File: config.mk
export PLATFORM = sky130hd
export DESIGN_NAME = lcrc_top
export DESIGN_NICKNAME = d
export VERILOG_FILES = /design/src/include/lcrc_pkg.sv /design/src/verilog/lcrc_cell_reg.sv /design/src/verilog/lcrc_top.sv
export SDC_FILE = /design/constraint.sdc
export NUM_CORES = 1
export LEC_CHECK = 0
export BUFFER_PORTS_ARGS = -buffer_cell sky130_fd_sc_hd__clkbuf_2
export CORE_ASPECT_RATIO = 0.6
export CORE_UTILIZATION = 47
export CTS_CLUSTER_DIAMETER = 40
export DETAILED_ROUTE_END_ITERATION = 6
export MAX_ROUTING_LAYER = met4
export PLACE_DENSITY = 0.7
export SLEW_MARGIN = 30
export SYNTH_ARGS = -nofsm -noshare
export SYNTH_HDL_FRONTEND = slang
export SYNTH_SLANG_ARGS = --single-unit
File: constraint.sdc
create_clock -name i_clk -period 4.5 [get_ports i_clk]
set_input_delay 0 -clock i_clk [delete_from_list [all_inputs] [get_ports i_clk]]
set_output_delay 0 -clock i_clk [all_outputs]
set_load 0.02 [all_outputs]
File: src/include/lcrc_pkg.sv
// Package: shared constants and types of the logic cell register control block
package lcrc_pkg;

  // ==========================================================================
  // Register map (byte addresses)
  localparam logic [7:0] OFS_CTRL    = 8'h00;
  localparam logic [7:0] OFS_CLKMAP  = 8'h04;
  localparam logic [7:0] OFS_CEMAP   = 8'h08;
  localparam logic [7:0] OFS_OEMAP   = 8'h0c;
  localparam logic [7:0] OFS_PIN0    = 8'h10;
  localparam logic [7:0] OFS_STATUS  = 8'h30;

  // ==========================================================================
  // Control and status register fields
  localparam int CTRL_MODE_POS   = 0;
  localparam int CTRL_CLRSEL_POS = 3;
  localparam int CTRL_POL_POS    = 4;
  localparam int CTRL_DINV_POS   = 6;
  localparam int CTRL_GSRC_POS   = 8;
  localparam int SLOT_W          = 4;
  localparam int STAT_CELL_POS   = 16;
  localparam int STAT_TBUS_POS   = 18;
  localparam int STAT_CARRY_POS  = 19;
  localparam int STAT_PIN_POS    = 20;

  // ==========================================================================
  // Reset values
  localparam logic [31:0] CTRL_RST   = 32'h0000_0000;
  localparam logic [15:0] CLKMAP_RST = 16'hffff;
  localparam logic [23:0] CEMAP_RST  = 24'hff_ffff;
  localparam logic [31:0] OEMAP_RST  = 32'hffff_ffff;
  localparam logic [11:0] PINCFG_RST = 12'h770;

  // ==========================================================================
  // Peripheral control bus shape
  localparam int PCB_W    = 12;
  localparam int PCB_OE_N = 8;
  localparam int PCB_CE_N = 6;
  localparam int PCB_CK_N = 2;
  localparam int PCB_CL_N = 2;
  localparam int GLB_N    = 4;

  // Counter lookup tables, indexed by {enable, carry in, current bit}
  localparam logic [7:0] LUT_DATA  = 8'h6a;
  localparam logic [7:0] LUT_CARRY = 8'h88;

  // ==========================================================================
  // Types
  typedef enum logic [2:0] {
    MODE_CLR, MODE_PRE, MODE_CLR_PRE, MODE_LOAD_CLR, MODE_LOAD_PRE, MODE_LOAD
  } lcrc_mode_t;

  typedef struct packed {
    logic       oe_direct;
    logic [2:0] oe_slot;
    logic       ce_direct;
    logic [2:0] ce_slot;
    logic       clr_en;
    logic       clr_slot;
    logic [1:0] clk_src;
  } lcrc_pin_cfg_t;

endpackage

File: src/verilog/lcrc_cell_reg.sv
// Logic cell storage element with async-style clear, preset and load overrides
`timescale 1ns/100ps
`default_nettype none
module lcrc_cell_reg (
  // Clock and reset
  input  wire logic i_clk,
  input  wire logic i_rst_b,
  // Cell clock event and data
  input  wire logic i_tick,
  input  wire logic i_d,
  // Overrides
  input  wire logic i_clr_b,
  input  wire logic i_pre_b,
  input  wire logic i_aload,
  input  wire logic i_adata,
  // Output
  output logic      o_q
);

  // ==========================================================================
  // Storage
  // Overrides act on the system clock, not the cell clock, so they do not
  // wait for a cell clock event
  always_ff @(posedge i_clk) begin
    if (!i_rst_b) begin
      o_q <= 1'b0;
    end else if (!i_clr_b) begin
      o_q <= 1'b0;
    end else if (!i_pre_b) begin
      o_q <= 1'b1;
    end else if (i_aload) begin
      o_q <= i_adata;
    end else if (i_tick) begin
      o_q <= i_d;
    end
  end

endmodule
`default_nettype wire

File: src/verilog/lcrc_top.sv
// Logic cell and pin cell register control with an AHB-Lite register port
//
// The implementer's own choices: the placing of the registers and the AHB-Lite register port.
`timescale 1ns/100ps
`default_nettype none
module lcrc_top
  import lcrc_pkg::*;
#(
  parameter int GROUPS  = 2,
  parameter int PINS    = 4,
  parameter int CNT_W   = 8,
  parameter int DRIVERS = 4
) (
  // Clock and reset
  input  wire logic                 i_clk,
  input  wire logic                 i_rst_b,
  // AHB-Lite slave
  input  wire logic                 i_hsel,
  input  wire logic [31:0]          i_haddr,
  input  wire logic [1:0]           i_htrans,
  input  wire logic                 i_hwrite,
  input  wire logic [2:0]           i_hsize,
  input  wire logic [31:0]          i_hwdata,
  input  wire logic                 i_hready,
  output logic      [31:0]          o_hrdata,
  output logic                      o_hreadyout,
  output logic                      o_hresp,
  // Dedicated pins (asynchronous)
  input  wire logic [1:0]           i_ded_clk,
  input  wire logic [GLB_N-1:0]     i_ded_global,
  input  wire logic                 i_chip_clr_b,
  input  wire logic [GROUPS-1:0]    i_block_control_first,
  input  wire logic [GROUPS-1:0]    i_block_control_second,
  input  wire logic [GROUPS-1:0]    i_async_load_data,
  // User logic (same clock)
  input  wire logic [GROUPS-1:0]    i_cell_d,
  input  wire logic                 i_cnt_en,
  input  wire logic                 i_cnt_sload,
  input  wire logic                 i_cnt_sclr_b,
  input  wire logic [CNT_W-1:0]     i_cnt_load_data,
  input  wire logic [DRIVERS-1:0]   i_drv_data,
  input  wire logic [DRIVERS-1:0]   i_drv_en,
  input  wire logic [PCB_W-1:0]     i_pcb,
  input  wire logic [PINS-1:0]      i_cell_ce,
  input  wire logic [PINS-1:0]      i_cell_oe,
  input  wire logic [PINS-1:0]      i_pin_d,
  input  wire logic [GLB_N-1:0]     i_int_global,
  // Results
  output logic      [GROUPS-1:0]    o_cell_q,
  output logic      [CNT_W-1:0]     o_cnt,
  output logic                      o_carry,
  output logic                      o_tbus,
  output logic      [PINS-1:0]      o_pin_q,
  output logic      [PINS-1:0]      o_pin_oe,
  output logic      [GLB_N-1:0]     o_global
);

  // ==========================================================================
  // Pin synchronisers
  localparam int SW = 2 + GLB_N + 1 + 3 * GROUPS;
  localparam logic [SW-1:0] SYNC_RST = {{(2 * GROUPS){1'b1}}, {GROUPS{1'b0}}, 1'b1,
                                        {(GLB_N + 2){1'b0}}};
  logic [SW-1:0] sync1;
  logic [SW-1:0] sync2;
  logic [1:0]        ded_clk;
  logic [GLB_N-1:0]  ded_glb;
  logic              chip_clr_b;
  logic [GROUPS-1:0] ctl1;
  logic [GROUPS-1:0] ctl2;
  logic [GROUPS-1:0] adata;

  always_ff @(posedge i_clk) begin
    if (!i_rst_b) begin
      sync1 <= SYNC_RST;
      sync2 <= SYNC_RST;
    end else begin
      sync1 <= {i_block_control_second, i_block_control_first, i_async_load_data,
                i_chip_clr_b, i_ded_global, i_ded_clk};
      sync2 <= sync1;
    end
  end
  assign {ctl2, ctl1, adata, chip_clr_b, ded_glb, ded_clk} = sync2;

  // ==========================================================================
  // Configuration registers
  lcrc_mode_t                  mode;
  logic                        clr_sel;
  logic [GROUPS-1:0]           grp_inv;
  logic                        ded_inv;
  logic [GLB_N-1:0]            glb_int;
  logic [15:0]                 clk_map;
  logic [23:0]                 ce_map;
  logic [31:0]                 oe_map;
  lcrc_pin_cfg_t [PINS-1:0]    pin_cfg;

  // AHB address phase capture
  logic        wr_pend;
  logic [7:0]  wr_addr;
  logic        map_hit;
  logic        pin_hit;
  logic [7:0]  pin_idx;
  logic        req;
  logic [31:0] rd_mux;
  logic [31:0] status;

  assign req         = i_hsel & i_htrans[1] & i_hready;
  assign o_hreadyout = 1'b1;
  assign o_hresp     = 1'b0;

  always_ff @(posedge i_clk) begin
    if (!i_rst_b) begin
      wr_pend <= 1'b0;
      wr_addr <= 8'h00;
    end else begin
      wr_pend <= req & i_hwrite & (i_haddr[31:8] == 24'h000000);
      wr_addr <= i_haddr[7:0];
    end
  end

  assign pin_idx = 8'((wr_addr - OFS_PIN0) >> 2);
  assign pin_hit = (wr_addr >= OFS_PIN0) && (pin_idx < 8'(PINS)) && (wr_addr[1:0] == 2'b00);

  // Out-of-range mode codes fall back to clear only
  always_ff @(posedge i_clk) begin
    if (!i_rst_b) begin
      mode    <= MODE_CLR;
      clr_sel <= CTRL_RST[CTRL_CLRSEL_POS];
      grp_inv <= CTRL_RST[CTRL_POL_POS +: GROUPS];
      ded_inv <= CTRL_RST[CTRL_DINV_POS];
      glb_int <= CTRL_RST[CTRL_GSRC_POS +: GLB_N];
    end else if (wr_pend && wr_addr == OFS_CTRL) begin
      mode    <= (i_hwdata[CTRL_MODE_POS +: 3] > 3'(MODE_LOAD)) ? MODE_CLR :
                 lcrc_mode_t'(i_hwdata[CTRL_MODE_POS +: 3]);
      clr_sel <= i_hwdata[CTRL_CLRSEL_POS];
      grp_inv <= i_hwdata[CTRL_POL_POS +: GROUPS];
      ded_inv <= i_hwdata[CTRL_DINV_POS];
      glb_int <= i_hwdata[CTRL_GSRC_POS +: GLB_N];
    end
  end

  always_ff @(posedge i_clk) begin
    if (!i_rst_b) begin
      clk_map <= CLKMAP_RST;
      ce_map  <= CEMAP_RST;
      oe_map  <= OEMAP_RST;
    end else if (wr_pend) begin
      if (wr_addr == OFS_CLKMAP) begin
        clk_map <= i_hwdata[15:0];
      end
      if (wr_addr == OFS_CEMAP) begin
        ce_map <= i_hwdata[23:0];
      end
      if (wr_addr == OFS_OEMAP) begin
        oe_map <= i_hwdata;
      end
    end
  end

  always_ff @(posedge i_clk) begin
    if (!i_rst_b) begin
      pin_cfg <= {PINS{PINCFG_RST}};
    end else if (wr_pend && pin_hit) begin
      pin_cfg[pin_idx[2:0]] <= i_hwdata[11:0];
    end
  end

  // ==========================================================================
  // Read path: data registered in the address phase, valid in the data phase
  assign status = {4'h0, 8'(o_pin_q), o_carry, o_tbus, 2'(o_cell_q), 16'(o_cnt)};
  assign map_hit = (i_haddr[7:0] >= OFS_PIN0) &&
                   (8'((i_haddr[7:0] - OFS_PIN0) >> 2) < 8'(PINS));

  always_comb begin
    rd_mux = 32'h0000_0000;
    if (i_haddr[31:8] == 24'h000000) begin
      case (i_haddr[7:0])
        OFS_CTRL:   rd_mux = 32'({glb_int, 1'b0, ded_inv, 2'(grp_inv), clr_sel, 3'(mode)}) <<
                             CTRL_MODE_POS;
        OFS_CLKMAP: rd_mux = {16'h0000, clk_map};
        OFS_CEMAP:  rd_mux = {8'h00, ce_map};
        OFS_OEMAP:  rd_mux = oe_map;
        OFS_STATUS: rd_mux = status;
        default: begin
          if (map_hit) begin
            rd_mux = {20'h00000, pin_cfg[3'((i_haddr[7:0] - OFS_PIN0) >> 2)]};
          end
        end
      endcase
    end
  end

  always_ff @(posedge i_clk) begin
    if (!i_rst_b) begin
      o_hrdata <= 32'h0000_0000;
    end else if (req && !i_hwrite) begin
      o_hrdata <= rd_mux;
    end
  end

  // ==========================================================================
  // Logic cell groups: clock polarity, clear/preset/load steering
  logic [1:0]        ded_prev;
  logic [GROUPS-1:0] grp_tick;

  always_ff @(posedge i_clk) begin
    if (!i_rst_b) begin
      ded_prev <= 2'b00;
    end else begin
      ded_prev <= ded_clk;
    end
  end

  genvar g;
  generate
    for (g = 0; g < GROUPS; g++) begin : gen_grp
      logic clr_src;
      logic pre_src;
      logic clr_b;
      logic pre_b;
      logic aload;
      logic load_mode;

      // Rising edge of the group's chosen sense of dedicated clock 0
      assign grp_tick[g] = (ded_clk[0] ^ grp_inv[g]) & ~(ded_prev[0] ^ grp_inv[g]);

      assign load_mode = (mode == MODE_LOAD_CLR) || (mode == MODE_LOAD_PRE) ||
                         (mode == MODE_LOAD);
      assign clr_src   = load_mode ? ctl2[g] : (clr_sel ? ctl2[g] : ctl1[g]);
      assign pre_src   = (clr_sel || load_mode) ? ctl1[g] : ctl2[g];
      assign clr_b = (mode == MODE_CLR || mode == MODE_CLR_PRE || mode == MODE_LOAD_CLR) ?
                     clr_src : 1'b1;
      assign pre_b = (mode == MODE_PRE || mode == MODE_CLR_PRE) ? pre_src :
                     (mode == MODE_LOAD_PRE) ? ctl2[g] : 1'b1;
      assign aload = load_mode & ctl1[g];

      lcrc_cell_reg u_cell (
        .i_clk   (i_clk),
        .i_rst_b (i_rst_b),
        .i_tick  (grp_tick[g]),
        .i_d     (i_cell_d[g]),
        .i_clr_b (clr_b),
        .i_pre_b (pre_b),
        .i_aload (aload),
        .i_adata (adata[g]),
        .o_q     (o_cell_q[g])
      );
    end
  endgenerate

  // ==========================================================================
  // Clearable counter in group 0 cells
  logic [CNT_W:0]   carry;
  logic [CNT_W-1:0] lut_d;
  logic [CNT_W-1:0] next_cnt;

  // Clear occupies the cascade-in slot, so there is no direction control
  assign carry[0] = 1'b1;

  genvar b;
  generate
    for (b = 0; b < CNT_W; b++) begin : gen_cnt
      assign lut_d[b]     = LUT_DATA[{i_cnt_en, carry[b], o_cnt[b]}];
      assign carry[b + 1] = LUT_CARRY[{i_cnt_en, carry[b], o_cnt[b]}];
    end
  endgenerate

  assign next_cnt = (i_cnt_sload ? i_cnt_load_data : lut_d) &
                    {CNT_W{i_cnt_sclr_b}};

  always_ff @(posedge i_clk) begin
    if (!i_rst_b) begin
      o_cnt   <= '0;
      o_carry <= 1'b0;
    end else if (grp_tick[0]) begin
      o_cnt   <= next_cnt;
      o_carry <= carry[CNT_W] & i_cnt_en;
    end
  end

  // ==========================================================================
  // Emulated internal tri-state bus, resolved by a selector
  logic       tbus_next;
  logic [7:0] en_cnt;

  always_comb begin
    tbus_next = 1'b1;
    en_cnt    = 8'h00;
    for (int d = 0; d < DRIVERS; d++) begin
      if (i_drv_en[d]) begin
        en_cnt    = en_cnt + 8'h01;
        tbus_next = i_drv_data[d];
      end
    end
    if (en_cnt > 8'h01) begin
      tbus_next = 1'b0;
    end
  end

  always_ff @(posedge i_clk) begin
    if (!i_rst_b) begin
      o_tbus <= 1'b1;
    end else begin
      o_tbus <= tbus_next;
    end
  end

  // ==========================================================================
  // Global signals
  always_ff @(posedge i_clk) begin
    if (!i_rst_b) begin
      o_global <= '0;
    end else begin
      o_global <= (glb_int & i_int_global) | (~glb_int & ded_glb);
    end
  end

  // ==========================================================================
  // Pin cells fed from the peripheral control bus
  // Slot tables cap the roles: two clocks, two clears, six CE, eight OE
  function automatic logic pcb_pick(input logic [3:0] idx);
    pcb_pick = (idx < 4'(PCB_W)) ? i_pcb[idx] : 1'b0;
  endfunction

  // Clock slot codes 12..15 are the true and complement of each dedicated
  // clock, so using both senses costs both slots
  function automatic logic clk_pick(input logic [3:0] idx);
    case (idx)
      4'hc:    clk_pick = ded_clk[0];
      4'hd:    clk_pick = ~ded_clk[0];
      4'he:    clk_pick = ded_clk[1];
      4'hf:    clk_pick = ~ded_clk[1];
      default: clk_pick = i_pcb[idx];
    endcase
  endfunction

  genvar p;
  generate
    for (p = 0; p < PINS; p++) begin : gen_pin
      lcrc_pin_cfg_t cfg;
      logic          pclk;
      logic          pclk_prev;
      logic          ce;
      logic          clr;
      logic          oe;

      assign cfg = pin_cfg[p];

      always_comb begin
        case (cfg.clk_src)
          2'd0:    pclk = clk_pick(clk_map[0 +: SLOT_W]);
          2'd1:    pclk = clk_pick(clk_map[SLOT_W +: SLOT_W]);
          2'd2:    pclk = ded_clk[0] ^ ded_inv;
          default: pclk = ded_clk[1] ^ ded_inv;
        endcase
      end

      assign clr = cfg.clr_en &
                   pcb_pick(clk_map[(2 + 32'(cfg.clr_slot)) * SLOT_W +: SLOT_W]);
      assign ce  = cfg.ce_direct ? i_cell_ce[p] :
                   (cfg.ce_slot < 3'(PCB_CE_N)) ?
                   pcb_pick(ce_map[32'(cfg.ce_slot) * SLOT_W +: SLOT_W]) : 1'b1;
      assign oe  = cfg.oe_direct ? i_cell_oe[p] :
                   pcb_pick(oe_map[32'(cfg.oe_slot) * SLOT_W +: SLOT_W]);

      always_ff @(posedge i_clk) begin
        if (!i_rst_b) begin
          pclk_prev <= 1'b0;
        end else begin
          pclk_prev <= pclk;
        end
      end

      // Chip-wide reset sits above clear, clock and enable
      always_ff @(posedge i_clk) begin
        if (!i_rst_b || !chip_clr_b) begin
          o_pin_q[p] <= 1'b0;
        end else if (clr) begin
          o_pin_q[p] <= 1'b0;
        end else if (pclk && !pclk_prev && ce) begin
          o_pin_q[p] <= i_pin_d[p];
        end
      end

      always_ff @(posedge i_clk) begin
        if (!i_rst_b || !chip_clr_b) begin
          o_pin_oe[p] <= 1'b0;
        end else begin
          o_pin_oe[p] <= oe;
        end
      end
    end
  endgenerate

endmodule
`default_nettype wire

==> Implementation_results.wiki, run 1 <==
{| class="wikitable"
! Metric !! Value
|-
| Later-pin clock latency in the skew report || roughly 0.57 ns
|-
| Initial core utilization || about 49%
|-
| Layout Nets || around 1800
|-
| Grt total ovfl || 0
|-
| Layout Skew || approximately 0.018 ns
|-
| Root Buffer || sky130_fd_sc_hd__clkbuf_16
|-
| Largest fanout on the critical path || 6
|-
| Tmin final || 3.21 ns
|-
| Clock tree from TritonCTS || built
|-
| Row count || 47
|-
| Library cells used by synthesis || 63
|-
| Critical Path Sink Type || register
|-
| Slew Limit Headroom || ~28%
|-
| Number of clock sinks seen by CTS || ~230
|-
| Crit Path Category || reg -> reg
|-
| Area Growth Syn to Fin || 21.3%
|-
| Cell Area, Synth || around 14000 um^2
|-
| Launching element type of the critical path || register
|-
| Worst hold margin || 0.0295 ns
|-
| Post-synth EDFFs || 0
|-
| WL per Instance || 23.4 um
|-
| Buf/Inv on CP || 1
|-
| Post-detailed-placement half-perimeter wirelength || ~34000 um
|-
| Wire length of the first global-routing pass || just over 70000 um
|-
| Max-capacitance violation count || 0
|-
| Largest net degree at the start of global routing || around 110
|-
| Most used flip-flop cell after synthesis || sky130_fd_sc_hd__dfxtp_1
|-
| Violations in the final reports || design-rule violations
|-
| Min-Delay Path Class || in -> reg
|-
| Fraction of layout cells with a size suffix above 1 || a little over a fifth
|-
| Data required time of the critical path || around 5.0 ns
|-
| Global-route usage over all layers || 33.4%
|-
| Placement Setup Slack || ~1.6 ns
|-
| Final antenna-violating net count || 0
|-
| Outcome || finished, violations left
|-
| Final WL || between 40000 and 50000 um
|-
| Total power per unit cell area || between 200 and 300 nW/um^2
|-
| Mean Syn Cell Area || 8.98 um^2
|-
| Max clock buf depth || 3
|-
| Leading area contributor after synthesis || sky130_fd_sc_hd__dfxtp_1
|-
| Power after layout || about 4.7 mW
|-
| Most frequent cells after synthesis || 280 x sky130_fd_sc_hd__nand2_1, 227 x sky130_fd_sc_hd__dfxtp_1, 132 x sky130_fd_sc_hd__mux2i_1
|-
| Sw power || ~1.2 mW
|-
| Slew at the pin closest to its max-slew limit || approximately 1.1 ns
|-
| Fraction of registers with async set or reset after synthesis || 0%
|-
| Cell count after synthesis || roughly 1500
|-
| Synthesized netlist net count || approximately 1700
|-
| Die height || roughly 130 um
|-
| Num ports || ~190
|-
| Number of optimization iterations in the first detailed-route pass || 7
|-
| Standard cell with the maximum stage delay on the critical path || sky130_fd_sc_hd__mux4_1
|-
| Unrepaired setup endpoints after global routing || false
|-
| Via total after detailed routing || 12856
|-
| Placed instance area || 14500 um^2
|-
| Register bit count reported by yosys || about 230
|-
| Total CTS buffers || 27
|-
| Share of total power in combinational logic || 8.2%
|-
| Relative contribution of sequential cells to total power || a little over two fifths
|-
| Overall die width || about 220 um
|-
| Top cell type's share of synthesized area || 33.5%
|-
| Static Leakage || slightly below 7 nW
|-
| IR Drop Worst-Case VDD || around 0.28 mV
|-
| Iter 0 DRT Violations || 1738
|-
| H-Tree Depth || 1
|-
| Max Clk Rate || a little over 300 MHz
|-
| Sequential cell area fraction in the yosys report || around 34%
|-
| Number of hold-slack violations in the final timing report || 0
|-
| Clock share of power || 48.3%
|-
| Dominant cells by area after synthesis || sky130_fd_sc_hd__dfxtp_1 34%, sky130_fd_sc_hd__mux4_2 13%, sky130_fd_sc_hd__mux2i_1 9.8%
|-
| Final setup violation count || 0
|-
| Vias per std cell || 6.16
|-
| Yosys warning count || 0
|-
| Clock-pin slew of the registers on the worst-case setup and hold paths || approximately 0.060 ns
|-
| CORE AREA || between 20000 and 30000 um^2
|-
| Final worst setup slack || ~1.3 ns
|-
| Via count of the first global-routing pass || roughly 12000
|-
| Sequence of cells on the critical path || mux4_1 -> a22o_1 -> a311o_1 -> mux4_2 -> o311ai_1 -> a31oi_1 -> mux2i_1 -> dlygate4sd3_1
|-
| Top cell family by delay on the critical path || multiplexers
|-
| Dominant cell by count in the synthesized netlist || sky130_fd_sc_hd__nand2_1
|-
| Die Area || about 30000 um^2
|-
| Post-route DRC violation count || 6
|-
| I/O Buffers || roughly 190
|-
| Part of the cycle the worst path needs || a little under three quarters
|-
| Crit-path max cell delay || approximately 0.6 ns
|-
| Arrival time reported for the critical path endpoint || between 3 and 4 ns
|-
| Internal Dissipation || between 3 and 4 mW
|-
| Final weighted congestion of routability-driven global placement || ~0.99
|-
| Post-CTS Setup Inserts || 0
|-
| Sw frac || between 20% and 30%
|-
| TNS Setup || 0 ns
|-
| Antenna violations before repair || 0
|-
| Final-report max-slew violation count || 0
|-
| Cell area after layout || about 16000 um^2
|}
## final timing paths
check	from	end	slack, ns	cells after the start
worst max-delay path	clk_map[1]	o_pin_q[3]	1.29	8
worst min-delay path	i_cnt_sload	o_cnt[2]	0.03	5
worst max register to register	clk_map[1]	o_pin_q[3]	1.29	8
worst min register to register	sync1[11]	sync2[11]	0.42	1
## through the flow
stage                     util, %  cells
after CTS                    58.8   2085
after global routing         58.8   2085
final                        58.8   2086
after floorplan                 -   1508
after detailed placement     52.0   1938
after global placement       51.9   1937
## cell usage in the layout (no fill, tap or decap), drive strengths merged, types with 3 or more instances in the layout
cell type	instances
clkbuf	220
nand2b	24
nand3	102
or2	4
o22ai	8
nor3	8
xnor2	4
xor2	3
o311ai	4
ha	11
mux2	27
a2111oi	4
a211o	5
mux4	82
a32oi	10
a22o	8
nor3b	7
a211oi	3
nor2	35
a22oi	55
nand2	280
and3	6
dfxtp	227
o21a	6
mux2i	136
nor2b	70
a21oi	52
a21boi	26
buf	14
o21ai	35
a21o	5
a221oi	5
and2	39
nand3b	8
inv	38
clkinv	5
nor4	9
o211ai	6
dlygate4sd3	97
a31oi	5
## worst reg2reg max path, cell delays in order (launching register included)
cell and delay [ns]:
sky130_fd_sc_hd__dfxtp_1 0.53, sky130_fd_sc_hd__mux4_1 0.61, sky130_fd_sc_hd__a22o_1 0.23, sky130_fd_sc_hd__a311o_1 0.31
sky130_fd_sc_hd__mux4_2 0.52, sky130_fd_sc_hd__o311ai_1 0.12, sky130_fd_sc_hd__a31oi_1 0.09, sky130_fd_sc_hd__mux2i_1 0.13
sky130_fd_sc_hd__dlygate4sd3_1 0.56
## state kept, by name (all words and copies together), names as in the netlist, 2 cells and up
name                count
gen_grp.u_cell.o_q      2
wr_addr                 8
gen_pin.cfg            48
o_pin_q                 4
mode                    3
oe_map                 32
o_pin_oe                4
clk_map                16
o_global                4
gen_pin.pclk_prev       4
o_hrdata               32
sync2                  13
grp_inv                 2
glb_int                 4
sync1                  13
o_cnt                   8
ce_map                 24
## cell families after synthesis
logic type	share of synthesized area, %
AO/OA/AOI/OAI	12.7
XOR/XNOR	0.453
adder cells (fa/ha/maj)	1.02
buffers and inverters	4.97
flip-flops	33.5
multiplexers	26.1
other	0.0554
AND/OR/NAND/NOR	21.2
## power by group through the flow
stage / registers, mW / logic, mW / clock network (mW)
after global routing: 2.05 / 0.410 / 2.40
final: 2.05 / 0.390 / 2.28
after floorplan: 2.09 / 0.182 / 0
after detailed placement: 2.10 / 0.319 / 0
after CTS: 2.05 / 0.379 / 2.31
after global placement: 2.10 / 0.314 / 0
## routing by layer
layer  GRT usage, %  vias up  routed length, um
li1               -     5807                  -
met1           45.7     6109              20400
met2           46.3      833              20100
met3           10.8      107               6720
met4           10.4        0               1630
met5              -        -                  0
## layout make-up
cell class,instances,area (um^2)
inverter,30,113
timing repair buffer,296,2010
fill,2401,11500
clock inverter,15,193
sequential,227,4540
antenna,1,2.50
clock buffer,35,746
multi-input combinational,1115,8360
tap,367,459
## timing repair
| item | CTS | global route |
|---|---|---|
| endpoints found under the hold margin | 175 | 0 |
| hold buffers | 97 | 0 |
| setup endpoints to repair | 0 | 0 |
| gates resized for setup | 0 | 0 |
No activity file was read; power rests on OpenSTA's default activity.
==> inputs of run 2 (changes only) <==
- PLACE_DENSITY: 0.7 -> 0.72
- clock period: 4.5 -> 2.8 ns (I/O delays scaled with it)
==> run 2 against run 1 <==
Compared with the run above:
- sequential power rose by 61%
- the run now ends clean
- final area up 1.2%
- via count is 2.2% higher
- flip-flop and latch count unchanged
- critical endpoint unchanged
- critical path type unchanged
- clock power grew 65%
- global-route usage rose by 1.4 points
- worst hold slack got worse by 0.0040 ns
- wire length grew 4.2%
- final cell count is 1.3% higher
- sequential share of layout area fell by 0.32 points
- combinational power rose by 63%
==> Implementation_results.wiki, run 2 (synthesis gave the netlist of run 1 again) <==
{| class="wikitable"
! Metric !! Value
|-
| Clock-pin slew of the registers on the worst-case setup and hold paths || about 0.070 ns
|-
| Crit Path Category || reg -> reg
|-
| Flip-flop count of the largest register after layout || 48
|-
| H-Tree Depth || 1
|-
| Launching element type of the critical path || register
|-
| Largest net degree at the start of global routing || 220
|-
| Data required time of the critical path || between 3 and 4 ns
|-
| Sw power || 1.95 mW
|-
| Post-detailed-placement half-perimeter wirelength || ~37000 um
|-
| Area Growth Syn to Fin || 22.7%
|-
| Number of optimization iterations in the first detailed-route pass || 6
|-
| Max Clk Rate || around 370 MHz
|-
| Critical Path Sink Type || register
|-
| Tmin final || 2.68 ns
|-
| Outcome || completed
|-
| Layout Nets || roughly 1900
|-
| Internal Dissipation || around 5.7 mW
|-
| Vias per std cell || around 6.2
|-
| Reg-to-Reg Start || clk_map[1]
|-
| TNS Setup || 0 ns
|-
| Arrival time reported for the critical path endpoint || a little over 3 ns
|-
| Die Area || between 20000 and 30000 um^2
|-
| Fraction of layout cells with a size suffix above 1 || a little under a quarter
|-
| Max clock buf depth || 3
|-
| Most frequent cells in the layout || 280 x sky130_fd_sc_hd__nand2_1, 226 x sky130_fd_sc_hd__dfxtp_1, 186 x sky130_fd_sc_hd__clkbuf_2
|-
| Later-pin clock latency in the skew report || between 0.5 and 0.6 ns
|-
| Slew at the pin closest to its max-slew limit || slightly below 0.9 ns
|-
| Depth of the worst register-to-register path || 7
|-
| Top cell family by delay on the critical path || multiplexers
|-
| Sw frac || 25.4%
|-
| Sequence of cells on the critical path || mux4_1 -> a22o_1 -> a311o_1 -> mux4_2 -> o311ai_1 -> a31oi_1 -> mux2i_1
|-
| Placed instance area || 14900 um^2
|-
| Overall die width || about 220 um
|-
| Min-Delay Path Class || in -> reg
|-
| Final WL || ~50000 um
|-
| Final-report max-slew violation count || 0
|-
| Hold Crit Start || i_rst_b
|-
| Total CTS buffers || 27
|-
| Post-CTS Setup Inserts || 0
|-
| Number of clock sinks seen by CTS || ~230
|-
| Unrepaired setup endpoints after global routing || false
|-
| Grt total ovfl || 0
|-
| Hold endpoint || gen_pin[2].cfg[9]
|-
| I/O Buffers || ~190
|-
| Final setup violation count || 0
|-
| Share of total power in combinational logic || under 10%
|-
| Endpoint of the most critical register-to-register path || o_pin_q[3]
|-
| Layout Skew || 0.0173 ns
|-
| Part of the cycle the worst path needs || 95.8%
|-
| Via total after detailed routing || between 10000 and 15000
|-
| Number of fillers in the final layout || between 2000 and 2500
|-
| Clock share of power || about half
|-
| Leading cell type in the layout, fill and taps excluded || sky130_fd_sc_hd__nand2_1
|-
| Post-route non-filler standard cell count || 2114
|-
| Via count of the first global-routing pass || ~12000
|-
| Slew Limit Headroom || 42.0%
|-
| Max-capacitance violation count || 0
|-
| IR Drop Worst-Case VDD || 0.404 mV
|-
| Worst hold path stage count || 3
|-
| Static Leakage || 6.93 nW
|-
| Die height || about 130 um
|-
| Wire length of the first global-routing pass || between 70000 and 80000 um
|-
| Relative contribution of sequential cells to total power || roughly 43%
|-
| Initial core utilization || approximately half
|-
| Post-route DRC violation count || 0
|-
| Clock tree from TritonCTS || built
|-
| Iter 0 DRT Violations || 1874
|-
| Cell area after layout || 16600 um^2
|-
| CORE AREA || 27900 um^2
|-
| # placed instances || between 1500 and 2000
|-
| Final weighted congestion of routability-driven global placement || just over 1
|-
| Row count || 47
|-
| Largest fanout on the critical path || 6
|-
| Final antenna-violating net count || 0
|-
| WL per Instance || ~24 um
|-
| Global-route usage over all layers || between 30% and 40%
|-
| Num ports || 194
|-
| Crit-path max cell delay || a little over 0.6 ns
|-
| Antenna violations before repair || 3
|-
| Register-to-register setup slack || ~0.12 ns
|-
| Root Buffer || sky130_fd_sc_hd__clkbuf_16
|-
| Buf/Inv on CP || 0
|-
| Total power per unit cell area || 463 nW/um^2
|-
| Standard cell with the maximum stage delay on the critical path || sky130_fd_sc_hd__mux4_1
|-
| Number of hold-slack violations in the final timing report || 0
|}
-- run 2: worst register-to-register path, stage by stage, from the launching register on --
cell	delay, ns
sky130_fd_sc_hd__dfxtp_1	0.52
sky130_fd_sc_hd__mux4_1	0.61
sky130_fd_sc_hd__a22o_1	0.25
sky130_fd_sc_hd__a311o_1	0.28
sky130_fd_sc_hd__mux4_2	0.51
sky130_fd_sc_hd__o311ai_1	0.12
sky130_fd_sc_hd__a31oi_1	0.11
sky130_fd_sc_hd__mux2i_1	0.15
-- run 2: cell type report --
| type | instances | area (um^2) | area share (%) |
|---|---|---|---|
| sequential | 227 | 4550 | 27.3 |
| timing repair buffer | 324 | 2200 | 13.2 |
| multi-input combinational | 1115 | 8350 | 50.2 |
| antenna | 2 | 5.00 | 0.0301 |
| tap | 367 | 459 | 2.76 |
| clock buffer | 33 | 728 | 4.38 |
| clock inverter | 16 | 231 | 1.39 |
| inverter | 30 | 113 | 0.677 |
-- run 2: how the worst max path moves through the flow --
| stage | from | end | cells after the start |
|---|---|---|---|
| 2_1_floorplan | clk_map[1] | o_pin_q[3] | 8 |
| 3_3_place_gp | clk_map[1] | o_pin_q[3] | 7 |
| 3_5_place_dp | gen_pin[2].cfg[8] | o_pin_oe[2] | 7 |
| 4_1_cts | clk_map[1] | o_pin_q[3] | 7 |
| 5_1_grt | gen_pin[2].cfg[8] | o_pin_oe[2] | 7 |
| 6_report | clk_map[1] | o_pin_q[3] | 7 |
-- run 2: what timing repair did --
item	4_1_cts	5_1_grt
endpoints found under the setup margin	0	1
hold endpoints to repair	169	0
resized for setup	0	1
hold buffers	80	0
-- run 2: layer usage --
metal  track usage (%)  share of wire, %  vias up
li1                  -                 -     5858
met1              50.3                43     6310
met2              48.7                41      871
met3              7.50                13       99
met4              8.97               2.7        0
met5                 -                 0        -
-- run 2: power by group through the flow --
| stage | combinational, mW | sequential (mW) | clock [mW] |
|---|---|---|---|
| 6_report | 0.634 | 3.30 | 3.76 |
| 5_1_grt | 0.666 | 3.30 | 3.92 |
| 4_1_cts | 0.615 | 3.30 | 3.77 |
| 3_5_place_dp | 0.525 | 3.37 | 0 |
| 3_3_place_gp | 0.517 | 3.37 | 0 |
| 2_1_floorplan | 0.292 | 3.36 | 0 |
-- run 2: through the flow --
step	total power, mW	util (%)	hold WS, ns	setup WS, ns
6_report	7.69	59.5	0.0255	0.118
3_5_place_dp	3.89	53.2	0.184	0.182
4_1_cts	7.68	59.5	0.0271	0.157
5_1_grt	7.88	59.5	0.0631	0.0127
2_1_floorplan	3.65	-	0.101	0.495
3_3_place_gp	3.88	53.2	0.181	0.243
